==> config.mk <==
export PLATFORM = sky130hd
export DESIGN_NAME = sfp_flash_pins
export DESIGN_NICKNAME = d
export VERILOG_FILES = /design/src/verilog/sfp_pkg.sv /design/src/verilog/sfp_flash_pins.sv /design/src/verilog/sfp_pin_edge.sv /design/src/verilog/sfp_tx_shift.sv
export SDC_FILE = /design/constraint.sdc
export NUM_CORES = 1
export LEC_CHECK = 0
export BUFFER_PORTS_ARGS = -buffer_cell sky130_fd_sc_hd__buf_4
export CORE_MARGIN = 5
export CORE_UTILIZATION = 62
export CTS_BUF_LIST = sky130_fd_sc_hd__clkbuf_8
export DETAILED_ROUTE_END_ITERATION = 8
export MAX_ROUTING_LAYER = met4
export PLACE_DENSITY = 0.95
export SLEW_MARGIN = 20
export SYNTH_ARGS = -nofsm -noshare
export SYNTH_HDL_FRONTEND = slang
export SYNTH_SLANG_ARGS = --single-unit
==> constraint.sdc <==
create_clock -name i_clock -period 14.1 [get_ports i_clock]
set_clock_uncertainty 0.15 [all_clocks]
set_input_delay 1.41 -clock i_clock [delete_from_list [all_inputs] [get_ports i_clock]]
set_output_delay 1.41 -clock i_clock [all_outputs]
set_load 0.01 [all_outputs]
==> src/verilog/sfp_pkg.sv <==
package sfp_pkg;

	// ============================================================
	// Instruction codes
	localparam logic [7:0] OPC_LATCH_SET   = 8'h06; // write_latch_set_cmd
	localparam logic [7:0] OPC_STAT_READ   = 8'h05; // Read status byte
	localparam logic [7:0] OPC_STAT_WRITE  = 8'h01; // Write status byte
	localparam logic [7:0] OPC_READ        = 8'h03; // Plain read
	localparam logic [7:0] OPC_FAST_READ   = 8'h0B; // Read with dummy clocks
	localparam logic [7:0] OPC_DUAL_OUT_RD = 8'h3B; // Dual-output fast read
	localparam logic [7:0] OPC_DUAL_IO_RD  = 8'hBB; // Dual-lane fast read
	localparam logic [7:0] OPC_QUAD_IO_RD  = 8'hEB; // Quad-lane fast read
	localparam logic [7:0] OPC_PAGE_PROG   = 8'h02; // Page program
	localparam logic [7:0] OPC_SECT_ERASE  = 8'h20; // 4-Kbyte erase
	localparam logic [7:0] OPC_HALF_ERASE  = 8'h52; // 32-Kbyte erase
	localparam logic [7:0] OPC_BLOCK_ERASE = 8'hD8; // 64-Kbyte erase
	localparam logic [7:0] OPC_CHIP_ERASE  = 8'hC7; // Whole array erase

	// ============================================================
	// Status byte layout and erase alignment
	localparam int          SB_PENDING = 0;            // operation_pending
	localparam int          SB_LATCH   = 1;            // Write latch
	localparam int          SB_PROT_LO = 2;            // range_protect_bit0..3
	localparam int          SB_LOCK    = 7;            // status_lock
	localparam logic [23:0] SECT_MASK  = 24'h00_0FFF;  // 4-Kbyte offset bits
	localparam logic [23:0] HALF_MASK  = 24'h00_7FFF;  // 32-Kbyte offset bits
	localparam logic [23:0] BLOCK_MASK = 24'h00_FFFF;  // 64-Kbyte offset bits

	// ============================================================
	// Software register port
	localparam logic [3:0] REG_STATUS = 4'h0; // Status and state, read only
	localparam logic [3:0] REG_DUMMY  = 4'h4; // Dummy clock count
	localparam logic [3:0] DUMMY_RST  = 4'h8; // Reset dummy count

	// ============================================================
	// Types
	typedef enum logic [1:0] {
		LW_ONE  = 2'b00,
		LW_TWO  = 2'b01,
		LW_FOUR = 2'b10
	} sfp_lane_w_t;

	typedef enum logic [3:0] {
		ST_CMD    = 4'h0,
		ST_ADDR   = 4'h1,
		ST_DUMMY  = 4'h2,
		ST_RDATA  = 4'h3,
		ST_STAT   = 4'h4,
		ST_WDATA  = 4'h5,
		ST_SRDATA = 4'h6,
		ST_TAIL   = 4'h7,
		ST_IGNORE = 4'h8
	} sfp_state_t;

	typedef enum logic [2:0] {
		OP_NONE  = 3'h0,
		OP_PROG  = 3'h1,
		OP_SECT  = 3'h2,
		OP_HALF  = 3'h3,
		OP_BLOCK = 3'h4,
		OP_CHIP  = 3'h5
	} sfp_op_t;

	typedef struct packed {
		logic       sclk;  // Serial clock
		logic       sel_n; // Device select, active low
		logic [3:0] lanes; // io_lane_three..io_lane_zero inputs
	} sfp_pins_t;

	typedef struct packed {
		logic        valid;
		sfp_op_t     op;
		logic [23:0] addr;
		logic [8:0]  count;
	} sfp_req_t;

	typedef struct packed {
		logic        valid;
		logic [23:0] addr;
		logic [7:0]  data;
	} sfp_prog_t;

	typedef struct packed {
		logic        wr;
		logic        rd;
		logic [3:0]  addr;
		logic [31:0] wdata;
	} sfp_reg_req_t;

	// Bits moved per serial clock for a lane width
	function automatic logic [3:0] lane_step(input sfp_lane_w_t w);
		unique case (w)
			LW_TWO:  lane_step = 4'h2;
			LW_FOUR: lane_step = 4'h4;
			default: lane_step = 4'h1;
		endcase
	endfunction : lane_step

endpackage : sfp_pkg

==> src/verilog/sfp_flash_pins.sv <==
// Contract
// - Single lane: sample input on clock rise
// - Single lane: drive output on clock fall
// - Multi lane: host writes rise, device reads fall
// - Lanes 0-1 dual and quad; 2-3 quad
// - Select high: all data pins float
// - Select low: accept instructions, return data
// - Ignore instructions until first select fall
// - Pause low: float output, ignore clock, input
// - Pause in single/dual; lane three in quad
// - Write guard blocks status writes with lock
// - Four range protect bits in status
// - Write guard single/dual; lane two in quad
// - Clock modes zero and three both work
// - Page program takes 1 to 256 bytes
// - Erase sector, half block, block, chip
// - Status shows operation pending bit
// - Dual lanes only for 3Bh and BBh
module sfp_flash_pins #(
	parameter int PAGE_BYTES = 256
) (
	input  wire logic                 i_clock,
	input  wire logic                 i_sys_rst,
	input  wire sfp_pkg::sfp_pins_t   i_pins,
	output logic [3:0]                o_lane_out,
	output logic [3:0]                o_lane_oe_n,
	input  wire logic [7:0]           i_rd_data,
	output logic [23:0]               o_rd_addr_r,
	input  wire logic                 i_core_busy,
	output sfp_pkg::sfp_req_t         o_req_r,
	output sfp_pkg::sfp_prog_t        o_prog_r,
	input  wire sfp_pkg::sfp_reg_req_t i_reg,
	output logic [31:0]               o_reg_rdata_r
);
	import sfp_pkg::*;

	// ============================================================
	// Elaboration check
	localparam int         PW       = $clog2(PAGE_BYTES);
	localparam logic [8:0] PAGE_MAX = 9'(PAGE_BYTES);
	generate
		if (PAGE_BYTES < 2 || PAGE_BYTES > 256 || (PAGE_BYTES & (PAGE_BYTES - 1)) != 0) begin : g_bad
			$error("PAGE_BYTES must be a power of two from 2 to 256");
		end
	endgenerate

	// ============================================================
	// Decoded instruction
	typedef struct packed {
		sfp_state_t  next;   // State after the opcode
		sfp_lane_w_t addr_w; // Lane width for address
		sfp_lane_w_t data_w; // Lane width for read data
		logic        quad;   // Pause and guard pins become lanes
	} sfp_dec_t;

	function automatic sfp_dec_t decode(input logic [7:0] opc);
		decode = '{ST_IGNORE, LW_ONE, LW_ONE, 1'b0};
		unique case (opc)
			OPC_LATCH_SET, OPC_CHIP_ERASE: decode.next = ST_TAIL;
			OPC_STAT_READ:  decode.next = ST_STAT;
			OPC_STAT_WRITE: decode.next = ST_SRDATA;
			OPC_READ, OPC_FAST_READ, OPC_PAGE_PROG,
			OPC_SECT_ERASE, OPC_HALF_ERASE, OPC_BLOCK_ERASE: decode.next = ST_ADDR;
			OPC_DUAL_OUT_RD: decode = '{ST_ADDR, LW_ONE, LW_TWO, 1'b0};
			OPC_DUAL_IO_RD:  decode = '{ST_ADDR, LW_TWO, LW_TWO, 1'b0};
			OPC_QUAD_IO_RD:  decode = '{ST_ADDR, LW_FOUR, LW_FOUR, 1'b1};
			default: ;
		endcase
	endfunction : decode

	// Shift lanes into a byte, most significant bit first
	function automatic logic [7:0] shift_in(input logic [7:0] b, input logic [3:0] l,
	                                        input sfp_lane_w_t w);
		unique case (w)
			LW_TWO:  shift_in = {b[5:0], l[1:0]};
			LW_FOUR: shift_in = {b[3:0], l};
			default: shift_in = {b[6:0], l[0]};
		endcase
	endfunction : shift_in

	// ============================================================
	// State
	sfp_state_t  state_r, state_nxt;     // Transfer phase
	sfp_lane_w_t lw_r, lw_nxt;           // Receive lane width
	sfp_lane_w_t txw_r, txw_nxt;         // Transmit lane width
	logic        quad_r, quad_nxt;       // Quad instruction running
	logic        armed_r;                // Select has fallen since reset
	logic [3:0]  bit_r, bit_nxt;         // Bits of current byte
	logic [1:0]  acnt_r, acnt_nxt;       // Address bytes taken
	logic [23:0] addr_r, addr_nxt;       // Assembled address
	logic [7:0]  rx_r, rx_nxt;           // Receive shift register
	logic [7:0]  cmd_r, cmd_nxt;         // Current opcode
	logic [3:0]  dcnt_r, dcnt_nxt;       // Dummy clocks seen
	logic [8:0]  pcnt_r, pcnt_nxt;       // Program bytes accepted
	logic [7:0]  sr_byte_r, sr_byte_nxt; // Status byte written by host
	logic        srok_r, srok_nxt;       // Status byte complete
	logic        latch_r, latch_nxt;     // Write latch
	logic [3:0]  prot_r, prot_nxt;       // range_protect_bit0..3
	logic        lock_r, lock_nxt;       // status_lock
	logic [3:0]  dummy_r;                // Dummy clocks for fast reads
	logic [23:0] rd_addr_nxt;            // Next read address
	sfp_req_t    req_nxt;                // Next core request
	sfp_prog_t   prog_nxt;               // Next program byte

	// ============================================================
	// Pin qualification
	logic       rise, fall, sel_fall, sel_rise;
	logic       paused;    // Pause pin low in single or dual
	logic       guard_on;  // Write guard pin low in single or dual
	logic       selected;  // Selected and armed
	logic       rise_act;  // Rising edge that counts
	logic       rx_phase;  // States that sample lanes
	logic [3:0] step;      // Bits per rising edge
	logic [7:0] rx_in;     // Byte after this edge
	sfp_dec_t   dec;       // Decode of rx_in
	logic       byte_done; // Byte completes on this edge
	logic       commit;    // Deselect on a whole byte
	logic       sr_blocked;
	logic       pending;
	logic       tx_run, tx_take;
	logic [7:0] tx_byte, status_byte;
	logic [PW-1:0] page_off;
	logic [23:0] new_addr;

	sfp_pin_edge u_edge (
		.i_clock     (i_clock),
		.i_sys_rst   (i_sys_rst),
		.i_sclk      (i_pins.sclk),
		.i_sel_n     (i_pins.sel_n),
		.o_sclk_rise (rise),
		.o_sclk_fall (fall),
		.o_sel_fall  (sel_fall),
		.o_sel_rise  (sel_rise)
	);

	assign paused     = ~i_pins.sel_n & ~quad_r & ~i_pins.lanes[3];
	assign guard_on   = ~quad_r & ~i_pins.lanes[2];
	assign sr_blocked = lock_r & guard_on;
	assign selected   = ~i_pins.sel_n & armed_r;
	assign rise_act   = rise & selected & ~paused;
	assign rx_phase   = (state_r == ST_CMD) || (state_r == ST_ADDR) || (state_r == ST_WDATA)
	                    || (state_r == ST_SRDATA) || (state_r == ST_TAIL);
	assign step       = lane_step(lw_r);
	assign rx_in      = shift_in(rx_r, i_pins.lanes, lw_r);
	assign dec        = decode(rx_in);
	assign byte_done  = (bit_r + step) == 4'h8;
	assign commit     = sel_rise & armed_r & (bit_r == 4'h0);
	assign pending    = i_core_busy | o_req_r.valid;
	assign new_addr   = {addr_r[15:0], rx_in};
	assign page_off   = addr_r[PW-1:0] + pcnt_r[PW-1:0];

	// Status byte
	always_comb begin
		status_byte                        = 8'h00;
		status_byte[SB_PENDING]            = pending;
		status_byte[SB_LATCH]              = latch_r;
		status_byte[SB_PROT_LO +: 4]       = prot_r;
		status_byte[SB_LOCK]               = lock_r;
	end

	// ============================================================
	// Transmit path
	assign tx_run  = selected & ~paused & ((state_r == ST_RDATA) || (state_r == ST_STAT));
	assign tx_byte = (state_r == ST_STAT) ? status_byte : i_rd_data;

	sfp_tx_shift u_tx (
		.i_clock       (i_clock),
		.i_sys_rst     (i_sys_rst),
		.i_clear       (i_pins.sel_n),
		.i_fall        (fall),
		.i_run         (tx_run),
		.i_width       (txw_r),
		.i_byte        (tx_byte),
		.o_take        (tx_take),
		.o_lane_out_r  (o_lane_out),
		.o_lane_oe_n_r (o_lane_oe_n)
	);

	// ============================================================
	// Transfer sequencing
	always_comb begin
		state_nxt   = state_r;
		lw_nxt      = lw_r;
		txw_nxt     = txw_r;
		quad_nxt    = quad_r;
		bit_nxt     = bit_r;
		acnt_nxt    = acnt_r;
		addr_nxt    = addr_r;
		rx_nxt      = rx_r;
		cmd_nxt     = cmd_r;
		dcnt_nxt    = dcnt_r;
		pcnt_nxt    = pcnt_r;
		sr_byte_nxt = sr_byte_r;
		srok_nxt    = srok_r;
		rd_addr_nxt = o_rd_addr_r;
		prog_nxt    = '0;
		if (i_pins.sel_n) begin
			// Idle between transfers
			state_nxt = ST_CMD;
			lw_nxt    = LW_ONE;
			txw_nxt   = LW_ONE;
			quad_nxt  = 1'b0;
			bit_nxt   = 4'h0;
			acnt_nxt  = 2'h0;
			dcnt_nxt  = 4'h0;
			pcnt_nxt  = 9'h000;
			srok_nxt  = 1'b0;
		end else if (rise_act && state_r == ST_DUMMY) begin
			// Count dummy clocks, then hand lanes to read data
			dcnt_nxt = dcnt_r + 4'h1;
			if (dcnt_r + 4'h1 >= dummy_r) begin
				state_nxt = ST_RDATA;
			end
		end else if (rise_act && rx_phase) begin
			rx_nxt  = rx_in;
			bit_nxt = byte_done ? 4'h0 : bit_r + step;
			if (byte_done) begin
				unique case (state_r)
					ST_CMD: begin
						cmd_nxt   = rx_in;
						state_nxt = dec.next;
						lw_nxt    = dec.addr_w;
						txw_nxt   = dec.data_w;
						quad_nxt  = dec.quad;
					end
					ST_ADDR: begin
						addr_nxt = new_addr;
						acnt_nxt = acnt_r + 2'h1;
						if (acnt_r == 2'h2) begin
							rd_addr_nxt = new_addr;
							if (cmd_r == OPC_PAGE_PROG) begin
								state_nxt = ST_WDATA;
							end else if (cmd_r == OPC_SECT_ERASE || cmd_r == OPC_HALF_ERASE
							             || cmd_r == OPC_BLOCK_ERASE) begin
								state_nxt = ST_TAIL;
							end else if (cmd_r == OPC_READ || dummy_r == 4'h0) begin
								state_nxt = ST_RDATA;
							end else begin
								state_nxt = ST_DUMMY;
							end
						end
					end
					ST_WDATA: begin
						// Stream bytes, wrapping inside the page
						if (latch_r && !pending) begin
							prog_nxt.valid = 1'b1;
							prog_nxt.addr  = {addr_r[23:PW], page_off};
							prog_nxt.data  = rx_in;
						end
						if (pcnt_r != PAGE_MAX) begin
							pcnt_nxt = pcnt_r + 9'h001;
						end
					end
					ST_SRDATA: begin
						sr_byte_nxt = rx_in;
						srok_nxt    = 1'b1;
						state_nxt   = ST_TAIL;
					end
					ST_TAIL: state_nxt = ST_IGNORE;
					default: ;
				endcase
			end
		end
		if (tx_take && state_r == ST_RDATA) begin
			rd_addr_nxt = o_rd_addr_r + 24'h00_0001;
		end
	end

	// ============================================================
	// Commit at deselect
	always_comb begin
		latch_nxt = latch_r;
		prot_nxt  = prot_r;
		lock_nxt  = lock_r;
		req_nxt   = '0;
		if (commit && state_r == ST_TAIL && cmd_r == OPC_LATCH_SET) begin
			latch_nxt = 1'b1;
		end else if (commit && state_r == ST_TAIL && latch_r && !pending) begin
			// Host has set the latch first
			unique case (cmd_r)
				OPC_STAT_WRITE: begin
					if (srok_r && !sr_blocked) begin
						prot_nxt  = sr_byte_r[SB_PROT_LO +: 4];
						lock_nxt  = sr_byte_r[SB_LOCK];
						latch_nxt = 1'b0;
					end
				end
				OPC_SECT_ERASE: req_nxt = '{1'b1, OP_SECT, addr_r & ~SECT_MASK, 9'h000};
				OPC_HALF_ERASE: req_nxt = '{1'b1, OP_HALF, addr_r & ~HALF_MASK, 9'h000};
				OPC_BLOCK_ERASE: req_nxt = '{1'b1, OP_BLOCK, addr_r & ~BLOCK_MASK, 9'h000};
				OPC_CHIP_ERASE: req_nxt = '{1'b1, OP_CHIP, 24'h00_0000, 9'h000};
				default: ;
			endcase
			if (req_nxt.valid) begin
				latch_nxt = 1'b0;
			end
		end else if (commit && state_r == ST_WDATA && latch_r && !pending
		             && pcnt_r != 9'h000) begin
			req_nxt   = '{1'b1, OP_PROG, addr_r, pcnt_r};
			latch_nxt = 1'b0;
		end
	end

	// ============================================================
	// Registers
	always_ff @(posedge i_clock or posedge i_sys_rst) begin
		if (i_sys_rst) begin
			state_r   <= ST_CMD;
			lw_r      <= LW_ONE;
			txw_r     <= LW_ONE;
			quad_r    <= 1'b0;
			bit_r     <= 4'h0;
			acnt_r    <= 2'h0;
			addr_r    <= 24'h00_0000;
			rx_r      <= 8'h00;
			cmd_r     <= 8'h00;
			dcnt_r    <= 4'h0;
			pcnt_r    <= 9'h000;
			sr_byte_r <= 8'h00;
			srok_r    <= 1'b0;
		end else begin
			state_r   <= state_nxt;
			lw_r      <= lw_nxt;
			txw_r     <= txw_nxt;
			quad_r    <= quad_nxt;
			bit_r     <= bit_nxt;
			acnt_r    <= acnt_nxt;
			addr_r    <= addr_nxt;
			rx_r      <= rx_nxt;
			cmd_r     <= cmd_nxt;
			dcnt_r    <= dcnt_nxt;
			pcnt_r    <= pcnt_nxt;
			sr_byte_r <= sr_byte_nxt;
			srok_r    <= srok_nxt;
		end
	end

	// Protection state and core outputs
	always_ff @(posedge i_clock or posedge i_sys_rst) begin
		if (i_sys_rst) begin
			latch_r     <= 1'b0;
			prot_r      <= 4'h0;
			lock_r      <= 1'b0;
			o_req_r     <= '0;
			o_prog_r    <= '0;
			o_rd_addr_r <= 24'h00_0000;
		end else begin
			latch_r     <= latch_nxt;
			prot_r      <= prot_nxt;
			lock_r      <= lock_nxt;
			o_req_r     <= req_nxt;
			o_prog_r    <= prog_nxt;
			o_rd_addr_r <= rd_addr_nxt;
		end
	end

	// Power-up arming on the first select fall
	always_ff @(posedge i_clock or posedge i_sys_rst) begin
		if (i_sys_rst) begin
			armed_r <= 1'b0;
		end else if (sel_fall) begin
			armed_r <= 1'b1;
		end
	end

	// ============================================================
	// Software register port
	logic [31:0] rd_mux; // Selected read word
	assign rd_mux = (i_reg.addr == REG_STATUS) ? {20'h0_0000, state_r, status_byte} :
	                (i_reg.addr == REG_DUMMY) ? {28'h000_0000, dummy_r} : 32'h0000_0000;

	// Dummy count write; read data for one cycle only
	always_ff @(posedge i_clock or posedge i_sys_rst) begin
		if (i_sys_rst) begin
			dummy_r       <= DUMMY_RST;
			o_reg_rdata_r <= 32'h0000_0000;
		end else begin
			if (i_reg.wr && i_reg.addr == REG_DUMMY) begin
				dummy_r <= i_reg.wdata[3:0];
			end
			o_reg_rdata_r <= i_reg.rd ? rd_mux : 32'h0000_0000;
		end
	end

endmodule : sfp_flash_pins

==> src/verilog/sfp_pin_edge.sv <==
module sfp_pin_edge (
	input  wire logic i_clock,
	input  wire logic i_sys_rst,
	input  wire logic i_sclk,
	input  wire logic i_sel_n,
	output logic      o_sclk_rise,
	output logic      o_sclk_fall,
	output logic      o_sel_fall,
	output logic      o_sel_rise
);
	import sfp_pkg::*;

	logic sclk_prev_r; // Last sampled clock level
	logic sel_prev_r;  // Last sampled select; low at reset so a held-low select is no fall

	// ============================================================
	// Edge decode
	assign o_sclk_rise = i_sclk & ~sclk_prev_r;
	assign o_sclk_fall = ~i_sclk & sclk_prev_r;
	assign o_sel_fall  = ~i_sel_n & sel_prev_r;
	assign o_sel_rise  = i_sel_n & ~sel_prev_r;

	// Sample history
	always_ff @(posedge i_clock or posedge i_sys_rst) begin
		if (i_sys_rst) begin
			sclk_prev_r <= 1'b0;
			sel_prev_r  <= 1'b0;
		end else begin
			sclk_prev_r <= i_sclk;
			sel_prev_r  <= i_sel_n;
		end
	end

endmodule : sfp_pin_edge

==> src/verilog/sfp_tx_shift.sv <==
module sfp_tx_shift (
	input  wire logic                 i_clock,
	input  wire logic                 i_sys_rst,
	input  wire logic                 i_clear,
	input  wire logic                 i_fall,
	input  wire logic                 i_run,
	input  wire sfp_pkg::sfp_lane_w_t i_width,
	input  wire logic [7:0]           i_byte,
	output logic                      o_take,
	output logic [3:0]                o_lane_out_r,
	output logic [3:0]                o_lane_oe_n_r
);
	import sfp_pkg::*;

	logic [7:0] sh_r;   // Bits not yet driven
	logic [3:0] left_r; // Count of bits left in sh_r
	logic       empty;  // Need a fresh byte
	logic [7:0] src;    // Byte the next bits come from
	logic [3:0] step;   // Bits per falling edge
	logic [3:0] lanes;  // Bits placed on lanes
	logic [3:0] mask_n; // Enables, low where driven

	// ============================================================
	// Lane mapping, most significant bit first
	assign empty  = (left_r == 4'h0);
	assign src    = empty ? i_byte : sh_r;
	assign step   = lane_step(i_width);
	assign o_take = i_fall & i_run & empty;
	assign lanes  = (i_width == LW_FOUR) ? src[7:4] :
	                (i_width == LW_TWO) ? {2'b00, src[7:6]} : {2'b00, src[7], 1'b0};
	assign mask_n = (i_width == LW_FOUR) ? 4'h0 :
	                (i_width == LW_TWO) ? 4'hC : 4'hD;

	// Drive on the serial clock's falling edge only
	always_ff @(posedge i_clock or posedge i_sys_rst) begin
		if (i_sys_rst) begin
			sh_r          <= 8'h00;
			left_r        <= 4'h0;
			o_lane_out_r  <= 4'h0;
			o_lane_oe_n_r <= 4'hF;
		end else if (i_clear) begin
			sh_r          <= 8'h00;
			left_r        <= 4'h0;
			o_lane_out_r  <= 4'h0;
			o_lane_oe_n_r <= 4'hF;
		end else if (!i_run) begin
			o_lane_oe_n_r <= 4'hF;
		end else if (i_fall) begin
			o_lane_out_r  <= lanes;
			o_lane_oe_n_r <= mask_n;
			sh_r          <= src << step;
			left_r        <= (empty ? 4'h8 : left_r) - step;
		end
	end

endmodule : sfp_tx_shift
==> out/results.txt <==
outcome -> completed
Max clock buf depth -> 3
r2r setup slk -> 9370 ps
PortBufs -> 139
VDD IR-drop max -> 0.0960 mV
pwr dens -> 117 mW/mm^2
Worst Hold Class -> reg -> reg
crit share post-route -> 0.335
grt peak-use layer -> met2
Final Power -> 1.42 mW
number of diodes -> 0
Die W -> 139 um
HPWL after detailed placement -> 18500 um
Psw -> 0.416 mW
synth unique cells -> 83
CTS buffer count -> 35
post-route cell area -> 0.0122 mm^2
critical path capture point type -> flip-flop
H-tree Lvls -> 2
CTS Sinks -> 208
Min Clock Period, post-route -> 4730 ps
top cell type's share of synthesized area -> 0.493
Post-synth EDFFs -> 0
GRT Util Overall -> 0.285
first-pass GRT wire length -> 43800 um
Vias -> 8674
RSZ-0062 raised after global routing -> no
DP Area -> 0.0114 mm^2
register area share after synthesis -> 0.503
M2 GR Usage -> 0.459
fin nets -> 1230
worst path arrival time -> 5030 ps
global-route track usage on met3 -> 0.0566
Rows -> 47
CTS tree -> yes
post-cts repair resize count -> 0
worst slew pin tran -> 930 ps
DRC -> 0
Clk Latency, worst-skew pair -> 560 ps
ANT nets after route -> 0
area added between synthesis and finish -> 17.7%
Hold Violations, Final -> 0
Post-Syn Area -> 0.0104 mm^2
Hold Slack -> 339 ps
largest net degree at the start of global routing -> 137
Seq pwr share -> 0.456
Chip Height -> 139 um
drt wl/cell -> 19.8 um
setup TNS -> 0 ps
synth top area cells -> dfrtp_1 (49%), nand2_1 (3.7%), and2_1 (3.6%)
Clock transition at path regs -> 60 ps
Clock Power Share -> 0.401
drt initial violations -> 905
share of cells above drive strength 1 -> 0.225
top cell type by total area after synthesis -> dfrtp_1
Overflow after GRT -> 0
DR pass1 iterations -> 5
WL final -> 27500 um
gpl congestion -> 0.926
Mean Syn Cell Area -> 10.2 um^2
# IOs -> 189
vias in the first global route -> 8591
Critical Path Start Type -> flip-flop
Req. time, crit path -> 14400 ps
grt met1 use -> 0.351
P_int -> 1.01 mW
starting density of the core -> 0.629
post-CTS setup buffer count -> 0
initial antenna violation count -> 0
Yosys warnings -> 0
Die ar. -> 0.0194 mm^2
Core Box Area -> 0.0165 mm^2
Final setup viols -> 0
Avg Vias per Cell -> 6.24
crit-path max FO -> 22
Synth async-reset ratio -> 1.00
Switching Share -> 0.292
Comb pwr share -> 0.142
CTS root buffer -> clkbuf_8
Most used DFF post-synth -> dfrtp_1
fin. max-slew vios -> 0
Mapped Cells -> 1014
Pleak -> 5.93 nW
max cap viols -> 0
Crit Path Category -> reg -> reg
Yosys reg bits -> 208
relative slew slack -> 0.362
FMAX -> 212 MHz
CTS Hold Bufs -> 0
-- layout by cell type (no fill, tap or decap), drive strengths merged, types with 5 or more instances in the layout --
master and n:
dfrtp 204, buf 144, nand2 104, nor2 72
o21ai 68, and2 60, inv 50, a21oi 48
clkbuf 40, mux2 29, nand3 29, ha 28
nor3 24, conb 21, mux2i 19, nand4 13
nor4 13, xnor2 12, nor2b 11, or3 10
a21o 9, a31oi 9, nand2b 8, o211ai 8
a211oi 8, or2 8, xor2 7, and4 6
clkinv 6, o311ai 6, or4 5, and3 5
nor4b 5
-- cell usage after synthesis (7+ instances only) --
master,n
a21o_1,9
nor3_1,24
o21ai_0,60
o211ai_1,8
buf_2,9
nand2b_1,8
and2_1,59
a211oi_1,8
a21oi_1,48
buf_4,26
dfrtp_1,204
mux2i_1,19
clkbuf_1,32
o21ai_1,8
a31oi_1,9
nand2_1,103
xor2_1,7
nor4_1,9
nand3_1,28
nor2b_1,11
nor2_1,72
nand4_1,13
xnor2_1,12
or2_2,7
ha_1,28
mux2_2,29
inv_1,35
or3_1,10
-- sequential cells by signal, summed over array words and instances (netlist names), 2 cells and up --
| name | cells |
|---|---|
| cmd_r | 8 |
| addr_r | 24 |
| u_tx.o_lane_oe_n_r | 3 |
| rx_r | 7 |
| prot_r | 4 |
| sr_byte_r | 5 |
| o_req_r | 37 |
| pcnt_r | 9 |
| o_prog_r | 33 |
| u_tx.left_r | 4 |
| u_tx.o_lane_out_r | 4 |
| bit_r | 4 |
| state_r | 4 |
| dcnt_r | 4 |
| acnt_r | 2 |
| dummy_r | 4 |
| lw_r | 2 |
| o_rd_addr_r | 24 |
| o_reg_rdata_r | 11 |
| u_tx.sh_r | 8 |
-- stage by stage --
| stage | utilization | cells | setup WS [ps] |
|---|---|---|---|
| floorplan | - | 1034 | 6870 |
| global placement | 0.694 | 1327 | 9620 |
| detailed placement | 0.694 | 1327 | 9570 |
| CTS | 0.740 | 1391 | 9440 |
| global route | 0.740 | 1391 | 9150 |
| finish | 0.740 | 1391 | 9370 |
-- area by class of cell --
cell class	instances	area, um^2
Fill cell	1065	4270
Inverter	36	143
Sequential cell	208	5210
Clock inverter	24	198
Tap cell	220	275
Multi-Input combinational cell	719	4730
Clock buffer	40	551
Timing Repair Buffer	144	1080
-- cell families after synthesis --
group / count (synthesis) / share of synthesized area
flops: 208 / 0.503
fa+ha+maj: 31 / 0.0396
other cells: 1 / 0.000362
xor+xnor: 19 / 0.0161
mux: 52 / 0.0586
compound gates: 207 / 0.130
simple gates: 389 / 0.202
buf+inv: 107 / 0.0508
-- worst paths after layout --
path | start | end | depth (start not counted)
worst max-delay path | lw_r[1] | lw_r[0] | 8
worst min-delay path | u_tx.o_lane_oe_n_r[1] | u_tx.o_lane_oe_n_r[1] | 2
worst max register to register | lw_r[1] | lw_r[0] | 8
worst min register to register | u_tx.o_lane_oe_n_r[1] | u_tx.o_lane_oe_n_r[1] | 2
max in group asynchronous | i_sys_rst | dcnt_r[1] | 3
min in group asynchronous | i_sys_rst | o_prog_r[26] | 2
-- worst max-delay path, cell delays in order (launching register included) --
cell     delay [ps]
dfrtp_1         430
ha_1            720
ha_1            310
fa_1            450
nor3_1          470
and2_1          460
nand4_1         740
or4_1           760
a21oi_1         160
-- power by group through the flow --
stage               Clock (mW)  Sequential [mW]  Combinational [mW]
global placement             0            0.655               0.185
detailed placement           0            0.656               0.190
floorplan                    0            0.637               0.165
finish                   0.572            0.650               0.203
CTS                      0.578            0.645               0.194
global route             0.604            0.652               0.218
-- per-layer routing --
| metal | vias to the layer above | share of wire |
|---|---|---|
| li1 | 3823 | - |
| met1 | 4205 | 0.38 |
| met2 | 521 | 0.49 |
| met3 | 125 | 0.085 |
| met4 | 0 | 0.042 |
| met5 | - | 0 |
Power figures use the tool's default switching activity.
